## src/relay_port_pkg.sv

```systemverilog
// Notes on behaviour
// - Eight byte registers at an eight-byte aligned base, low address bits select.
// - Any base address in the 16-bit I/O range is accepted.
// - Writes to +0 or +4 latch relay bytes; one energizes, zero releases.
// - D0..D7 drive relays 0-7 at +0 and relays 8-15 at +4.
// - Reads of +0 or +4 return the latched relay byte at any time.
// - Reset clears both relay latches, releasing every relay.
// - Reads of +1 and +5 return inputs 0-7 and 8-15, one energized.
// - Any read of +3 enables the 5 ms filter on all inputs.
// - Any write to +3 disables the filter; data is ignored.
// - Read of +7 returns ff with filter on, 00 with it off.
// - Any read of +2 enables the input change interrupt.
// - Any write to +2 disables the input change interrupt.
// - Any write to +1 clears the pending request and releases the line, unless an enabled change raises it in the same cycle.
// - Read of +6: bits 0,1 interrupt enabled, bit 2 raised, rest zero.
// - When enabled, any filtered input change in either direction raises a request.
// - Interrupt enable is off after reset.
// - Filter enable is off after reset.
// - The request drives the first shared bus interrupt line.
package relay_port_pkg;
    localparam int ADDR_W = 16;
    localparam int DATA_W = 8;
    localparam int CHANNELS = 16;
    localparam logic [2:0] OFF_RELAY_LO = 3'h0;
    localparam logic [2:0] OFF_INPUT_LO = 3'h1;
    localparam logic [2:0] OFF_IRQ_CTL = 3'h2;
    localparam logic [2:0] OFF_FILT_CTL = 3'h3;
    localparam logic [2:0] OFF_RELAY_HI = 3'h4;
    localparam logic [2:0] OFF_INPUT_HI = 3'h5;
    localparam logic [2:0] OFF_IRQ_STAT = 3'h6;
    localparam logic [2:0] OFF_FILT_STAT = 3'h7;
    localparam int STAT_EN0_BIT = 0;
    localparam int STAT_EN1_BIT = 1;
    localparam int STAT_RAISED_BIT = 2;
    localparam logic [7:0] FILT_ON_BYTE = 8'hff;
    localparam logic [7:0] FILT_OFF_BYTE = 8'h00;
    localparam logic [15:0] RELAY_RESET = 16'h0000;
    localparam int CLOCK_MHZ = 100;
    localparam int FILTER_TIME_US = 5000;
    localparam int FILTER_CYCLES = FILTER_TIME_US * CLOCK_MHZ;
    localparam int FILT_CNT_W = $clog2(FILTER_CYCLES + 1);

    // One host I/O access
    typedef struct packed {
        logic rd;
        logic wr;
        logic [ADDR_W-1:0] addr;
        logic [DATA_W-1:0] wdata;
    } io_req_t;
endpackage

```

## src/isolated_input_relay_port.sv

```systemverilog
module isolated_input_relay_port #(
    parameter int unsigned FILTER_CYCLES = relay_port_pkg::FILTER_CYCLES
) (
    input wire logic clock, // 100 MHz bus clock
    input wire logic reset, // Synchronous, active high
    input wire logic clock_enable, // Low freezes all state
    input wire logic [15:3] base_addr, // Assigned I/O base
    input wire relay_port_pkg::io_req_t io_req, // Read or write strobe, address, data
    input wire logic [15:0] isolated_input, // Field inputs, asynchronous
    output logic [7:0] io_rdata, // Read data, one cycle after request
    output logic io_rvalid, // Read data valid pulse
    output logic [15:0] relay_output, // Relay drivers, one energizes
    output logic int_out, // Interrupt pin level, always low
    output logic int_oe // Interrupt pin driven while high
);
    localparam int CW = relay_port_pkg::FILT_CNT_W;

    // Input path: synchroniser pair, filtered level and its last value
    logic [15:0] sync_a;
    logic [15:0] sync_b;
    logic [15:0] filt;
    logic [15:0] prev_filt;
    logic [15:0] next_prev_filt;
    // Control state, set and cleared as side effects of bus accesses; the request flag is also set by input changes
    logic filter_en;
    logic next_filter_en;
    logic irq_en;
    logic next_irq_en;
    logic irq_flag;
    logic next_irq_flag;
    logic [15:0] next_relay;
    logic [7:0] next_rdata;
    logic next_rvalid;
    logic next_int_oe;
    // Decode of the request that stands in this cycle
    logic hit;
    logic rd_take;
    logic wr_take;
    logic [2:0] off;
    logic change;

    // Field inputs cross two flops before anything looks at them
    always_ff @(posedge clock) begin
        if (reset) begin
            sync_a <= '0;
            sync_b <= '0;
        end else if (clock_enable) begin
            sync_a <= isolated_input;
            sync_b <= sync_a;
        end
    end

    // Per input filter: the output follows only after a steady run
    genvar gi;
    generate
        for (gi = 0; gi < relay_port_pkg::CHANNELS; gi++) begin : g_filter
            logic [CW-1:0] cnt;
            logic [CW-1:0] next_cnt;
            logic next_filt;

            // Filter off passes the synced level straight through
            always_comb begin
                next_cnt = '0;
                next_filt = sync_b[gi];
                if (filter_en) begin
                    next_filt = filt[gi];
                    if (sync_b[gi] != filt[gi]) begin
                        if (cnt >= CW'(FILTER_CYCLES - 1)) begin
                            next_filt = sync_b[gi];
                        end else begin
                            next_cnt = cnt + CW'(1);
                        end
                    end
                end
            end

            always_ff @(posedge clock) begin
                if (reset) begin
                    cnt <= '0;
                    filt[gi] <= 1'b0;
                end else if (clock_enable) begin
                    cnt <= next_cnt;
                    filt[gi] <= next_filt;
                end
            end
        end
    endgenerate

    // Decode against the full 16-bit base; offsets are the low three bits
    assign off = io_req.addr[2:0];
    assign hit = io_req.addr[15:3] == base_addr;
    assign rd_take = io_req.rd && hit;
    assign wr_take = io_req.wr && hit && !io_req.rd;
    assign change = |(filt ^ prev_filt);

    // Register file, access side effects and interrupt request
    always_comb begin
        next_relay = relay_output;
        next_filter_en = filter_en;
        next_irq_en = irq_en;
        next_irq_flag = irq_flag;
        next_rdata = io_rdata;
        next_rvalid = rd_take;
        next_prev_filt = filt;
        if (wr_take) begin
            case (off)
                relay_port_pkg::OFF_RELAY_LO: next_relay[7:0] = io_req.wdata;
                relay_port_pkg::OFF_RELAY_HI: next_relay[15:8] = io_req.wdata;
                relay_port_pkg::OFF_INPUT_LO: next_irq_flag = 1'b0;
                relay_port_pkg::OFF_IRQ_CTL: next_irq_en = 1'b0;
                relay_port_pkg::OFF_FILT_CTL: next_filter_en = 1'b0;
                default: next_relay = relay_output;
            endcase
        end
        if (rd_take) begin
            case (off)
                relay_port_pkg::OFF_RELAY_LO: next_rdata = relay_output[7:0];
                relay_port_pkg::OFF_RELAY_HI: next_rdata = relay_output[15:8];
                relay_port_pkg::OFF_INPUT_LO: next_rdata = filt[7:0];
                relay_port_pkg::OFF_INPUT_HI: next_rdata = filt[15:8];
                relay_port_pkg::OFF_IRQ_CTL: begin
                    next_irq_en = 1'b1;
                    next_rdata = 8'h00;
                end
                relay_port_pkg::OFF_FILT_CTL: begin
                    next_filter_en = 1'b1;
                    next_rdata = 8'h00;
                end
                relay_port_pkg::OFF_IRQ_STAT: begin
                    next_rdata = 8'h00;
                    next_rdata[relay_port_pkg::STAT_EN0_BIT] = irq_en;
                    next_rdata[relay_port_pkg::STAT_EN1_BIT] = irq_en;
                    next_rdata[relay_port_pkg::STAT_RAISED_BIT] = irq_flag;
                end
                relay_port_pkg::OFF_FILT_STAT: begin
                    next_rdata = filter_en ? relay_port_pkg::FILT_ON_BYTE
                                           : relay_port_pkg::FILT_OFF_BYTE;
                end
                default: next_rdata = 8'h00;
            endcase
        end
        // A change in the clear cycle still raises: set beats clear
        if (irq_en && change) begin
            next_irq_flag = 1'b1;
        end
        next_int_oe = next_irq_flag && next_irq_en;
    end

    // Reset leaves relays released, filter and interrupt off
    always_ff @(posedge clock) begin
        if (reset) begin
            relay_output <= relay_port_pkg::RELAY_RESET;
            filter_en <= 1'b0;
            irq_en <= 1'b0;
            irq_flag <= 1'b0;
            prev_filt <= '0;
            io_rdata <= 8'h00;
            io_rvalid <= 1'b0;
            int_oe <= 1'b0;
            int_out <= 1'b0;
        end else if (clock_enable) begin
            relay_output <= next_relay;
            filter_en <= next_filter_en;
            irq_en <= next_irq_en;
            irq_flag <= next_irq_flag;
            prev_filt <= next_prev_filt;
            io_rdata <= next_rdata;
            io_rvalid <= next_rvalid;
            int_oe <= next_int_oe;
            int_out <= 1'b0;
        end
    end
endmodule

```

## config.mk

```make
export PLATFORM = sky130hd
export DESIGN_NAME = isolated_input_relay_port
export DESIGN_NICKNAME = d
export VERILOG_FILES = /design/src/relay_port_pkg.sv /design/src/isolated_input_relay_port.sv
export SDC_FILE = /design/constraint.sdc
export NUM_CORES = 1
export LEC_CHECK = 0
export BUFFER_PORTS_ARGS = -buffer_cell sky130_fd_sc_hd__buf_2
export CORE_MARGIN = 5
export CORE_UTILIZATION = 58
export DETAILED_ROUTE_END_ITERATION = 6
export PLACE_DENSITY = 0.87
export SLEW_MARGIN = 40
export SYNTH_ARGS = -nofsm -noshare
export SYNTH_HDL_FRONTEND = slang
export SYNTH_SLANG_ARGS = --single-unit
```

## constraint.sdc

```tcl
create_clock -name clock -period 3.1 [get_ports clock]
set_clock_uncertainty 0.2 [all_clocks]
set_input_delay 0.31 -clock clock [delete_from_list [all_inputs] [get_ports clock]]
set_output_delay 0.31 -clock clock [all_outputs]
set_load 0.005 [all_outputs]
```

# --- Word-level counts from Yosys, hierarchy flattened ---
# Cells that the tools add are included.
op_classes:
  add_sub_neg: 16
  n_mul: 0
  n_eq_ne: 56
  mux: 109
  n_reduce_logical: 28
  bitwise: 1
  div: 0
  n_lt_le_gt_ge: 16
  n_shift: 0
ops:
  columns: ["operator", "count"]
  rows:
  - ["$mux W19", 48]
  - ["$add A19 B1 Y19 const B", 16]
  - ["$ge A19 B19 Y1 const B", 16]
  - ["$ne A2 B1 Y1 const B", 32]
  - ["$mux W1", 59]
  - ["$pmux W8 S7", 1]
  - ["$reduce_and A3 Y1", 18]
  - ["$ne A1 B1 Y1", 16]
  - ["$reduce_or A16 Y1", 1]
  - ["$xor A16 B16 Y16", 1]
  - ["$eq A13 B13 Y1", 1]
  - ["$eq A3 B3 Y1 const B", 4]
  - ["$mux W8", 1]
  - ["$eq A3 B2 Y1 const B", 2]
  - ["$logic_and A1 B1 Y1", 5]
  - ["$eq A3 B1 Y1 const B", 1]
  - ["$logic_not A3 Y1", 1]
  - ["$reduce_and A2 Y1", 1]
  - ["$reduce_or A2 Y1", 1]
  - ["$logic_not A1 Y1", 1]
totals:
  inputBits: 58
  regBits: 397
  elab_cells: 269
  n_memories: 0
  latch_bits: 0
  romBits: 0
  ram_bits: 0
  output_inout_bits: 27

# --- Longest topological paths before layout ---
# Gate-level depths: netlist of run 1.
depth:
  ltp_word: 7
  mapped_depth: 9
  ltp_nobuf: 7

# --- Worst setup path before layout of run 1 ---
# No wires, ideal clock.
synth_timing:
  kind: "register to register"
  start: "register g_filter[9].cnt[0]"
  end: "register g_filter[9].cnt[12]"
  path_slack_ns: 0.493
  required_time_ns: 2.826
  stages_incl_launch_ff: 9
  synth_period_minus_slack_ns: 2.607
  setup_ns: 0.074
  n_path_buf: 1
  t_arrival_ns: 2.332
  cell_sequence: "dfxtp_1 -> ha_1 -> a21o_1 -> a2111o_1 -> a211o_1 -> a2111oi_4 -> buf_6 -> nand3_1 -> a31oi_1"
synth_between:
  elab_chain_len: 4
  elab_cells_between_ends: 5
  cone_classes: "add/sub (1); order compare (1); mux (3)"
synth_lines:
  columns: ["element", "line_no", "text"]
  rows:
  - ["start: declaration", "isolated_input_relay_port.sv:57", "logic [CW-1:0] cnt;"]
  - ["start signal: assignment", "isolated_input_relay_port.sv:82", "cnt <= next_cnt;"]
  - ["$add A19 B1 Y19 / $ge A19 B19 Y1 (equally long branches)", "isolated_input_relay_port.sv:71, isolated_input_relay_port.sv:68", null]
  - ["$mux W19 (*)", "isolated_input_relay_port.sv:68", "if (cnt >= CW'(FILTER_CYCLES - 1)) begin"]
  - ["$mux W19 (*)", "isolated_input_relay_port.sv:67", "if (sync_b[gi] != filt[gi]) begin"]
  - ["$mux W19 (*)", "isolated_input_relay_port.sv:65", "if (filter_en) begin"]
# Mark *: on every way between the ends. The rest lies on a longest branch, timed or not.
# A chain may end at the register's enable or synchronous reset.

# --- Final worst setup path of run 1 ---
layout_timing:
  start: "register g_filter[9].cnt[0]"
  end: "register g_filter[9].cnt[8]"
# The elaborated chain is that of the path after synthesis.

==> results of run 1 <==
-- what timing repair did --
action,CTS,global route
resized for setup,0,0
hold buffers,26,0
endpoints found under the hold margin,33,0
-- cells by family (layout without fill, tap and decap cells) --
| logic type | Yosys count | in the layout | synth area share |
|---|---|---|---|
| other | 1 | 2 | 0.000188 |
| AOI/OAI and AO/OA | 644 | 644 | 0.206 |
| DFF | 397 | 397 | 0.399 |
| xor gates and xnor gates | 131 | 131 | 0.0577 |
| buffers and inverters | 157 | 267 | 0.0318 |
| muxes | 107 | 107 | 0.0539 |
| adders and majority gates | 16 | 16 | 0.0101 |
| and+or+nand+nor | 957 | 957 | 0.241 |
-- metrics by stage --
step | cell area [um2] | hold WS [ns] | cells
CTS | 22400 | 0.0753 | 2968
detailed placement | 20800 | 0.252 | 2870
global route | 22400 | 0.115 | 2969
floorplan | 19900 | 0.233 | 2410
global placement | 20800 | 0.242 | 2870
finish | 22400 | 0.101 | 2969
-- synth_stat cells (17+ instances only) --
cell type | instances | share of area
a22o_1 | 39 | 0.017
and4_1 | 27 | 0.012
inv_1 | 39 | 0.0074
a21oi_1 | 145 | 0.036
nand2b_1 | 40 | 0.013
dfxtp_1 | 397 | 0.40
mux2i_1 | 106 | 0.053
or3_1 | 21 | 0.0066
xor2_1 | 75 | 0.033
and2_1 | 20 | 0.0063
nor2_1 | 208 | 0.039
nor3b_1 | 17 | 0.0064
xnor2_1 | 56 | 0.025
a21o_1 | 20 | 0.0075
clkbuf_1 | 92 | 0.017
nor3_1 | 49 | 0.012
a31oi_1 | 100 | 0.031
o21ai_0 | 181 | 0.046
nor4_1 | 29 | 0.0091
nand2_1 | 242 | 0.046
and3_1 | 60 | 0.019
nand4_1 | 67 | 0.021
nand3_1 | 133 | 0.033
-- worst max path at each step --
stage,end,slack [ns],cells past startpoint
after floorplan,g_filter[9].cnt[12]$_SDFFE_PP0P_,0.49,8
after global placement,g_filter[8].cnt[15]$_SDFFE_PP0P_,0.39,7
after detailed placement,g_filter[9].cnt[14]$_SDFFE_PP0P_,0.25,8
after CTS,g_filter[9].cnt[14]$_SDFFE_PP0P_,0.24,8
after global routing,g_filter[8].cnt[15]$_SDFFE_PP0P_,0.03,7
final,g_filter[9].cnt[8]$_SDFFE_PP0P_,0.21,8
-- worst max-delay path: cells and delay by family, from the launching register on --
family | cells | cell delay, ns
AND/OR/NAND/NOR | 1 | 0.16
adder cells (fa/ha/maj) | 1 | 0.27
AO/OA/AOI/OAI | 5 | 1.51
buffers and inverters | 1 | 0.32
flip-flops | 1 | 0.35
-- per-layer routing --
| metal | up-vias | part of all wire | track usage |
|---|---|---|---|
| met3 | 163 | 0.074 | 0.0431 |
| met2 | 781 | 0.48 | 0.439 |
| met5 | - | 0 | 0 |
| met1 | 8920 | 0.41 | 0.317 |
| li1 | 9037 | - | - |
| met4 | 0 | 0.033 | 0.0939 |
-- area by class of cell --
class,instances,share of cell area
clock buffer,62,0.0552
multi-input combinational,1856,0.507
timing repair buffer,154,0.0470
clock inverter,10,0.00485
inverter,41,0.00686
antenna,1,0.000112
tap,448,0.0250
sequential,397,0.354
-- state kept, by name, indices dropped and copies added, names as in the netlist, 8 cells and up, named ones only --
signal,count
sync_a,16
relay_output,16
io_rdata,8
g_filter.cnt,304
prev_filt,16
sync_b,16
filt,16
-- power breakdown --
| group | internal, W | switching [W] |
|---|---|---|
| combinational | 0.000150 | 0.000264 |
| sequential | 0.00513 | 0.0000269 |
| clock | 0.00292 | 0.00203 |
| total | 0.00820 | 0.00232 |
==> results by group, run 1 <==
Setup path
  • WP data arrival: 3.16 ns
  • Worst Reg-to-Reg Cells: 8
  • Flop2flop setup slack: 0.21 ns
  • CP cell instances: ha_1 -> a21o_1 -> a2111o_1 -> a211o_1 -> a2111oi_4 -> buf_4 -> nand2_1 -> o21ai_0
  • WS Path Type: register to register
  • Reg-to-Reg Start: g_filter[9].cnt[0]$_SDFFE_PP0P_
  • Reg-to-Reg End: g_filter[9].cnt[8]$_SDFFE_PP0P_
  • Critical Path Max Stage Delay: 0.41 ns
  • Startpoint Class: register
  • CP Max Fanout: 24
  • CP Capture Type: register
  • Req. time, crit path: 3.37 ns
  • Setup crit start: g_filter[9].cnt[0]$_SDFFE_PP0P_
  • Slowest cell on the critical path: a2111o_1

Placement
  • GP Congestion: 0.871
  • DP Wirelength: 32.0 mm
  • PortBufs: 83
  • Dpl ws: 0.249 ns

GRT
  • Largest net degree at the start of global routing: 81
  • Initial antenna violation count: 1
  • First-pass GRT wire length: 84.7 mm
  • Grt ovf: 0
  • Vias in the first global route: 18000
  • Tot GR Track Use: 0.253

Synth
  • Number of synthesized register bits: 397
  • Yosys warns: 0
  • Post-synth EDFFs: 0
  • Most used DFF post-synth: dfxtp_1
  • Cell Area, Synth: 19900 um2
  • Synth Area per Inst: 8.26 um2
  • Yosys cell types: 79
  • Synth Net Count: 2484
  • Fraction of registers with async set/reset: 0
  • Sequential cell area fraction in the yosys report: 0.399
  • Syn Inst Count: 2410

Job
  • Max cap viols: 0

Floorplanning
  • Total Die Area: 38100 um2
  • Die span in y: 195 um
  • Width of the die: 195 um
  • Placeable Area: 33700 um2
  • Number of top-level pins: 85
  • Starting Density: 0.590
  • FP Rows: 67

Layout
  • Area taken by flip-flops and latches: 7950 um2
  • Share of layout cells above drive strength 1: 0.0897
  • Fill cell count: 2519
  • Multi-input gate area: 11400 um2
  • Commonest non-fill, non-tap cell in the layout: dfxtp_1
  • Final Util: 0.665
  • Most frequent cells in the layout: 397 x dfxtp_1, 241 x nand2_1, 207 x nor2_1
  • Net count, final: 2565
  • Area grow syn2layout: 12.7%

Power and ir drop
  • VDD IR max: 0.487 mV
  • Total chip power: 0.0105 W
  • P_leak: 8.17 nW
  • Cell Pwr Density: 469 nW/um2

Timing
  • Final worst setup slack: 0.214 ns
  • Setup violators final: 0
  • Tmin final: 2.89 ns
  • Max Clock Freq: 347 MHz
  • Tcrit/Tclk final: 0.931
  • Fin. max-slew vios: 0
  • Worst Max-Slew Pin Slew: 0.769 ns
  • Relative slew slack: 0.482
  • Post-Route Setup TNS: 0 ns
  • Hold Fails Final Rpt: 0
  • RSZ-0062 raised after global routing: false

Clocking
  • Clk sinks: 397
  • Worst skew pair latency: 0.55 ns
  • Worst-path clk slew: 0.06 ns
  • CTS tree: yes
  • CTS buffer count: 41
  • Clock Tree Buf Depth: 3
  • CTS root buffer: clkbuf_16
  • CTS H-tree depth: 2
  • Number of setup buffers added after CTS: 0

Routing
  • DR vias: 18900
  • Vias per inst: 6.37
  • Drt pass-1 iters: 7
  • ANT nets after route: 0
  • Drt wl/cell: 17.1 um
  • Drt initial violations: 1344
  • DRC: 6
  • Routed WL: 50.8 mm

Status
  • Failing checks: design-rule violations
  • Status: finished, violations left

Hold path
  • HP Class: primary input to register
  • Sink of the worst hold path: prev_filt[15]$_SDFFE_PP0P_
  • Hold path startpoint: reset
  • Hold path depth: 3
Power figures use the tool's default switching activity.
==> run 2, diff against run 1 <==
PLACE_DENSITY = 0.85   (was 0.87)
==> results by group, run 2 (synthesized netlist as in run 1, its figures left out) <==
Status
  • Status: finished, final reports clean (was finished, violations left)

Floorplanning
  • Width of the die: 195 um (unchanged)
  • Die span in y: 195 um (unchanged)
  • Starting Density: 0.590 (unchanged)
  • FP Rows: 67 (unchanged)
  • Placeable Area: 33700 um2 (unchanged)
  • Number of top-level pins: 85 (unchanged)
  • Total Die Area: 38100 um2 (unchanged)

Setup path
  • Worst Reg-to-Reg Cells: 8 (unchanged)
  • Setup crit start: g_filter[9].cnt[0]$_SDFFE_PP0P_ (unchanged)
  • WS Path Type: register to register (unchanged)
  • WP data arrival: 3.16 ns (about the same)
  • Req. time, crit path: 3.36 ns (was 3.37 ns)
  • Flop2flop setup slack: 0.20 ns (was 0.21 ns)
  • CP Capture Type: register (unchanged)
  • Startpoint Class: register (unchanged)
  • Reg-to-Reg End: g_filter[9].cnt[4]$_SDFFE_PP0P_ (was g_filter[9].cnt[8]$_SDFFE_PP0P_)
  • Reg-to-Reg Start: g_filter[9].cnt[0]$_SDFFE_PP0P_ (unchanged)
  • CP Max Fanout: 24 (unchanged)

Clocking
  • CTS H-tree depth: 2 (unchanged)
  • Clk sinks: 397 (unchanged)
  • Worst skew pair latency: 0.54 ns (was 0.55 ns)
  • Worst-path clk slew: 0.06 ns (about the same)
  • Number of setup buffers added after CTS: 0 (unchanged)
  • Clock Tree Buf Depth: 3 (unchanged)
  • CTS buffer count: 43 (was 41)
  • CTS tree: yes (unchanged)
  • CTS root buffer: clkbuf_16 (unchanged)

Power and ir drop
  • Sequential Power Share: 0.479 (was 0.490)
  • VDD IR max: 0.475 mV (was 0.487 mV)
  • Cell Pwr Density: 477 nW/um2 (was 469 nW/um2)
  • Switching share of power: 0.218 (was 0.221)
  • P_leak: 8.24 nW (was 8.17 nW)
  • Clock power frac: 0.482 (was 0.470)
  • Net Sw Power: 0.00235 W (was 0.00232 W)
  • Internal power: 0.00841 W (was 0.00820 W)
  • Gate power share: 0.039 (about the same)

Placement
  • Dpl ws: 0.256 ns (was 0.249 ns)
  • DP Wirelength: 31.6 mm (was 32.0 mm)
  • PortBufs: 83 (unchanged)
  • GP Congestion: 0.850 (was 0.871)

Timing
  • Tmin final: 2.90 ns (was 2.89 ns)
  • Fin. max-slew vios: 0 (unchanged)
  • Max Clock Freq: 345 MHz (was 347 MHz)
  • Setup violators final: 0 (unchanged)
  • Tcrit/Tclk final: 0.935 (was 0.931)
  • Final worst setup slack: 0.201 ns (was 0.214 ns)
  • RSZ-0062 raised after global routing: false (unchanged)
  • Post-Route Setup TNS: 0 ns (unchanged)
  • Relative slew slack: 0.433 (was 0.482)
  • Hold Fails Final Rpt: 0 (unchanged)
  • Worst Max-Slew Pin Slew: 0.842 ns (was 0.769 ns)

Hold path
  • Sink of the worst hold path: io_rdata[4]$_SDFFE_PP0P_ (was prev_filt[15]$_SDFFE_PP0P_)
  • Hold path startpoint: io_req[10] (was reset)
  • HP Class: primary input to register (unchanged)
  • Hold path depth: 5 (was 3)

GRT
  • Gr busiest metal: met2 (unchanged)
  • Vias in the first global route: 18100 (was 18000)
  • Largest net degree at the start of global routing: 92 (was 81)
  • Initial antenna violation count: 0 (was 1)
  • Met3 Resource Use GR: 0.0407 (was 0.0431)
  • First-pass GRT wire length: 84.4 mm (was 84.7 mm)
  • GR Util met2: 0.441 (was 0.439)
  • GR Util met1: 0.312 (was 0.317)
  • Grt ovf: 0 (unchanged)
  • Tot GR Track Use: 0.253 (about the same)

Layout
  • Net count, final: 2569 (was 2565)
  • Fill cell count: 2504 (was 2519)
  • ANT cells: 0 (was 1)
  • Multi-input gate area: 11400 um2 (about the same)
  • Commonest non-fill, non-tap cell in the layout: dfxtp_1 (unchanged)
  • Share of layout cells above drive strength 1: 0.0918 (was 0.0897)
  • Area taken by flip-flops and latches: 7950 um2 (unchanged)
  • Area grow syn2layout: 13.4% (was 12.7%)
  • Max reg flops: 304 (unchanged)
  • Most frequent cells in the layout: 397 x dfxtp_1, 241 x nand2_1, 207 x nor2_1 (unchanged)
  • Biggest register: g_filter.cnt (unchanged)

Job
  • Max cap viols: 0 (unchanged)

Routing
  • Routed WL: 50.5 mm (was 50.8 mm)
  • DR vias: 18700 (was 18900)
  • Drt pass-1 iters: 5 (was 7)
  • Drt initial violations: 1402 (was 1344)
  • DRC: 0 (was 6)
  • Vias per inst: 6.29 (was 6.37)
  • ANT nets after route: 0 (unchanged)
  • Drt wl/cell: 17.0 um (was 17.1 um)
## run 2: changes by cell type in the layout (fill, tap and decap cells not counted), moves of 2 or more
| cell | change |
|---|---|
| buf_4 | -2 |
| clkbuf_1 | -3 |
| clkbuf_16 | +2 |
| clkbuf_8 | +4 |
| clkinv_2 | +2 |
| dlygate4sd3_1 | +3 |
## run 2: power by group through the flow
stage	logic (W)	registers, W	clock network (W)
floorplan	0.000247	0.00526	0
global placement	0.000369	0.00527	0
detailed placement	0.000380	0.00527	0
CTS	0.000413	0.00516	0.00525
global route	0.000454	0.00516	0.00547
finish	0.000420	0.00516	0.00518
## run 2: metal layers
metal,vias to the layer above,wire (um)
li1,9028,-
met1,8819,20800
met2,688,24300
met3,164,3590
met4,0,1870
met5,-,0
## run 2: what timing repair did
action | CTS | global route
hold buffers | 29 | 0
hold endpoints to repair | 40 | 0
endpoints found under the setup margin | 0 | 1
resized for setup | 0 | 1
## run 2: worst max-delay path by stage
| stage | depth (start not counted) | end | slack, ns |
|---|---|---|---|
| 3_5_place_dp | 8 | g_filter[9].cnt[8]$_SDFFE_PP0P_ | 0.26 |
| 5_1_grt | 8 | g_filter[9].cnt[11]$_SDFFE_PP0P_ | 0.07 |
| 4_1_cts | 8 | g_filter[9].cnt[4]$_SDFFE_PP0P_ | 0.16 |
| 3_3_place_gp | 7 | relay_output[9]$_SDFFE_PP0P_ | 0.38 |
| 6_report | 8 | g_filter[9].cnt[4]$_SDFFE_PP0P_ | 0.20 |
| 2_1_floorplan | 8 | g_filter[9].cnt[12]$_SDFFE_PP0P_ | 0.49 |
## run 2: final cells by class
| type | count | share of cell area |
|---|---|---|
| inverter | 41 | 0.00682 |
| clock buffer | 65 | 0.0590 |
| sequential | 397 | 0.352 |
| clock inverter | 12 | 0.00527 |
| multi-input combinational | 1856 | 0.503 |
| tap | 448 | 0.0249 |
| timing repair buffer | 156 | 0.0483 |
## run 2: worst max-delay path, cell delays in order (launching register included)
cell and delay, ns:
dfxtp_1 0.36, ha_1 0.28, a21o_1 0.19, a2111o_1 0.41
a211o_1 0.35, a2111oi_4 0.39, buf_6 0.26, nand2_1 0.14
o22ai_1 0.23
## run 2: per-stage QoR
step	cell area [um2]	instances	hold WS (ns)	power (W)	utilization
2_1_floorplan	19900	2410	0.233	0.00551	-
3_3_place_gp	20800	2869	0.241	0.00564	0.617
3_5_place_dp	20800	2869	0.251	0.00565	0.617
4_1_cts	22500	2975	0.138	0.0108	0.669
5_1_grt	22600	2975	0.227	0.0111	0.669
6_report	22600	2975	0.195	0.0108	0.669
==> run 3, diff against run 2 <==
CORE_ASPECT_RATIO = 0.9   (was unset)
clock period = 3.5 ns   (was 3.1 ns; I/O delays follow)
==> results by group, run 3 (synthesized netlist as in run 1, its figures left out) <==
Timing
  • Max Clock Freq: 353 MHz (was 345 MHz)
  • Tmin final: 2.83 ns (was 2.90 ns)
  • Worst Max-Slew Pin Slew: 0.784 ns (was 0.842 ns)
  • Post-Route Setup TNS: 0 ns (unchanged)
  • Hold Slack: 0.0911 ns (was 0.195 ns)
  • RSZ-0062 raised after global routing: false (unchanged)
  • Relative slew slack: 0.476 (was 0.433)
  • Fin. max-slew vios: 0 (unchanged)
  • Hold Fails Final Rpt: 0 (unchanged)
  • Final worst setup slack: 0.671 ns (was 0.201 ns)
  • Tcrit/Tclk final: 0.808 (was 0.935)
  • Setup violators final: 0 (unchanged)

Floorplanning
  • Die span in y: 186 um (was 195 um)
  • FP Rows: 64 (was 67)
  • Width of the die: 205 um (was 195 um)
  • Placeable Area: 34000 um2 (was 33700 um2)
  • Starting Density: 0.586 (was 0.590)
  • Number of top-level pins: 85 (unchanged)
  • Total Die Area: 38100 um2 (about the same)

Clocking
  • Worst skew pair latency: 0.55 ns (was 0.54 ns)
  • Worst-path clk slew: 0.06 ns (about the same)
  • Clk sinks: 397 (unchanged)
  • CTS tree: yes (unchanged)
  • CTS root buffer: clkbuf_16 (unchanged)
  • CTS buffer count: 41 (was 43)
  • Number of setup buffers added after CTS: 0 (unchanged)
  • Clock Tree Buf Depth: 3 (unchanged)
  • CTS H-tree depth: 2 (unchanged)

GRT
  • Tot GR Track Use: 0.253 (about the same)
  • Grt ovf: 0 (unchanged)
  • Vias in the first global route: 17600 (was 18100)
  • Largest net degree at the start of global routing: 76 (was 92)
  • Initial antenna violation count: 0 (unchanged)
  • First-pass GRT wire length: 82.9 mm (was 84.4 mm)

Placement
  • GP Congestion: 0.877 (was 0.850)
  • Dpl ws: 0.700 ns (was 0.256 ns)
  • Dpl cells: 2870 (was 2869)
  • DP Wirelength: 31.8 mm (was 31.6 mm)
  • PortBufs: 83 (unchanged)

Setup path
  • WS Path Type: register to register (unchanged)
  • CP Capture Type: register (unchanged)
  • Worst Reg-to-Reg Cells: 8 (unchanged)
  • Reg-to-Reg Start: g_filter[9].cnt[0]$_SDFFE_PP0P_ (unchanged)
  • Req. time, crit path: 3.77 ns (was 3.36 ns)
  • Flop2flop setup slack: 0.67 ns (was 0.20 ns)
  • WP data arrival: 3.10 ns (was 3.16 ns)
  • CP Max Fanout: 24 (unchanged)
  • Reg-to-Reg End: g_filter[9].cnt[11]$_SDFFE_PP0P_ (was g_filter[9].cnt[4]$_SDFFE_PP0P_)
  • Startpoint Class: register (unchanged)

Layout
  • Commonest non-fill, non-tap cell in the layout: dfxtp_1 (unchanged)
  • Fill cell count: 2632 (was 2504)
  • ANT cells: 0 (unchanged)
  • Multi-input gate area: 11400 um2 (about the same)
  • Final Instance Count excl. Fillers: 2972 (was 2975)
  • Share of layout cells above drive strength 1: 0.0876 (was 0.0918)
  • Biggest register: g_filter.cnt (unchanged)
  • Net count, final: 2552 (was 2569)
  • Area taken by flip-flops and latches: 7950 um2 (unchanged)
  • Most frequent cells in the layout: 397 x dfxtp_1, 241 x nand2_1, 207 x nor2_1 (unchanged)
  • Max reg flops: 304 (unchanged)
  • Area grow syn2layout: 13.0% (was 13.4%)

Routing
  • ANT nets after route: 0 (unchanged)
  • Drt pass-1 iters: 6 (was 5)
  • DRC: 0 (unchanged)
  • Drt wl/cell: 16.8 um (was 17.0 um)
  • Vias per inst: 6.24 (was 6.29)
  • Drt initial violations: 1454 (was 1402)
  • DR vias: 18600 (was 18700)
  • Routed WL: 49.9 mm (was 50.5 mm)

Power and ir drop
  • Total chip power: 0.00961 W (was 0.0108 W)
  • P_leak: 8.16 nW (was 8.24 nW)
  • Sequential Power Share: 0.476 (was 0.479)
  • Clock power frac: 0.486 (was 0.482)
  • VDD IR max: 0.347 mV (was 0.475 mV)
  • Internal power: 0.00752 W (was 0.00841 W)
  • Gate power share: 0.038 (was 0.039)
  • Net Sw Power: 0.00209 W (was 0.00235 W)
  • Switching share of power: 0.218 (about the same)
  • Cell Pwr Density: 427 nW/um2 (was 477 nW/um2)

Hold path
  • Hold path depth: 3 (was 5)
  • Hold path startpoint: clock_enable (was io_req[10])
  • HP Class: primary input to register (unchanged)
  • Sink of the worst hold path: sync_a[2]$_SDFFE_PP0P_ (was io_rdata[4]$_SDFFE_PP0P_)

Job
  • Max cap viols: 0 (unchanged)

Status
  • Status: finished, final reports clean (unchanged)
run 3: worst max-delay path: stages, from the launching register on:
cell and delay [ns]:
dfxtp_1 0.35, ha_1 0.26, a21o_1 0.17, a2111o_1 0.40
a211o_1 0.35, a2111oi_4 0.35, buf_4 0.31, nand2_1 0.17
o21ai_0 0.21
run 3: cell type report:
type	instances	share of cell area
Clock buffer	57	0.0533
Timing Repair Buffer	141	0.0431
Clock inverter	18	0.0110
Inverter	41	0.00685
Multi-Input combinational cell	1856	0.506
Tap cell	462	0.0257
Sequential cell	397	0.354
run 3: power by group through the flow:
| stage | clock [W] | sequential [W] | combinational [W] |
|---|---|---|---|
| 2_1_floorplan | 0 | 0.00466 | 0.000218 |
| 3_3_place_gp | 0 | 0.00467 | 0.000326 |
| 3_5_place_dp | 0 | 0.00467 | 0.000334 |
| 4_1_cts | 0.00473 | 0.00457 | 0.000361 |
| 5_1_grt | 0.00488 | 0.00457 | 0.000397 |
| 6_report | 0.00467 | 0.00457 | 0.000369 |
run 3: metal layers:
layer | vias to the layer above | track usage | share of wire
li1 | 9016 | - | -
met1 | 8741 | 0.339 | 0.45
met2 | 665 | 0.425 | 0.46
met3 | 132 | 0.0378 | 0.066
met4 | 0 | 0.0820 | 0.028
met5 | - | 0 | 0
run 3: timing repair:
| action | CTS | global route |
|---|---|---|
| hold buffers | 27 | 0 |
| endpoints found under the hold margin | 45 | 0 |
| gates resized for setup | 0 | 0 |
run 3: per-stage QoR:
step / utilization / instance area, um2
after floorplan: - / 19900
after global placement: 0.610 / 20700
after detailed placement: 0.610 / 20700
after CTS: 0.661 / 22400
after global routing: 0.662 / 22500
final: 0.662 / 22500
run 3: worst max path at each step:
stage,from,end
final,g_filter[9].cnt[0]$_SDFFE_PP0P_,g_filter[9].cnt[11]$_SDFFE_PP0P_
after global routing,g_filter[4].cnt[8]$_SDFFE_PP0P_,g_filter[4].cnt[4]$_SDFFE_PP0P_
after CTS,g_filter[9].cnt[0]$_SDFFE_PP0P_,g_filter[9].cnt[11]$_SDFFE_PP0P_
after detailed placement,base_addr[10],relay_output[12]$_SDFFE_PP0P_
after global placement,base_addr[10],relay_output[14]$_SDFFE_PP0P_
after floorplan,g_filter[9].cnt[0]$_SDFFE_PP0P_,g_filter[9].cnt[12]$_SDFFE_PP0P_
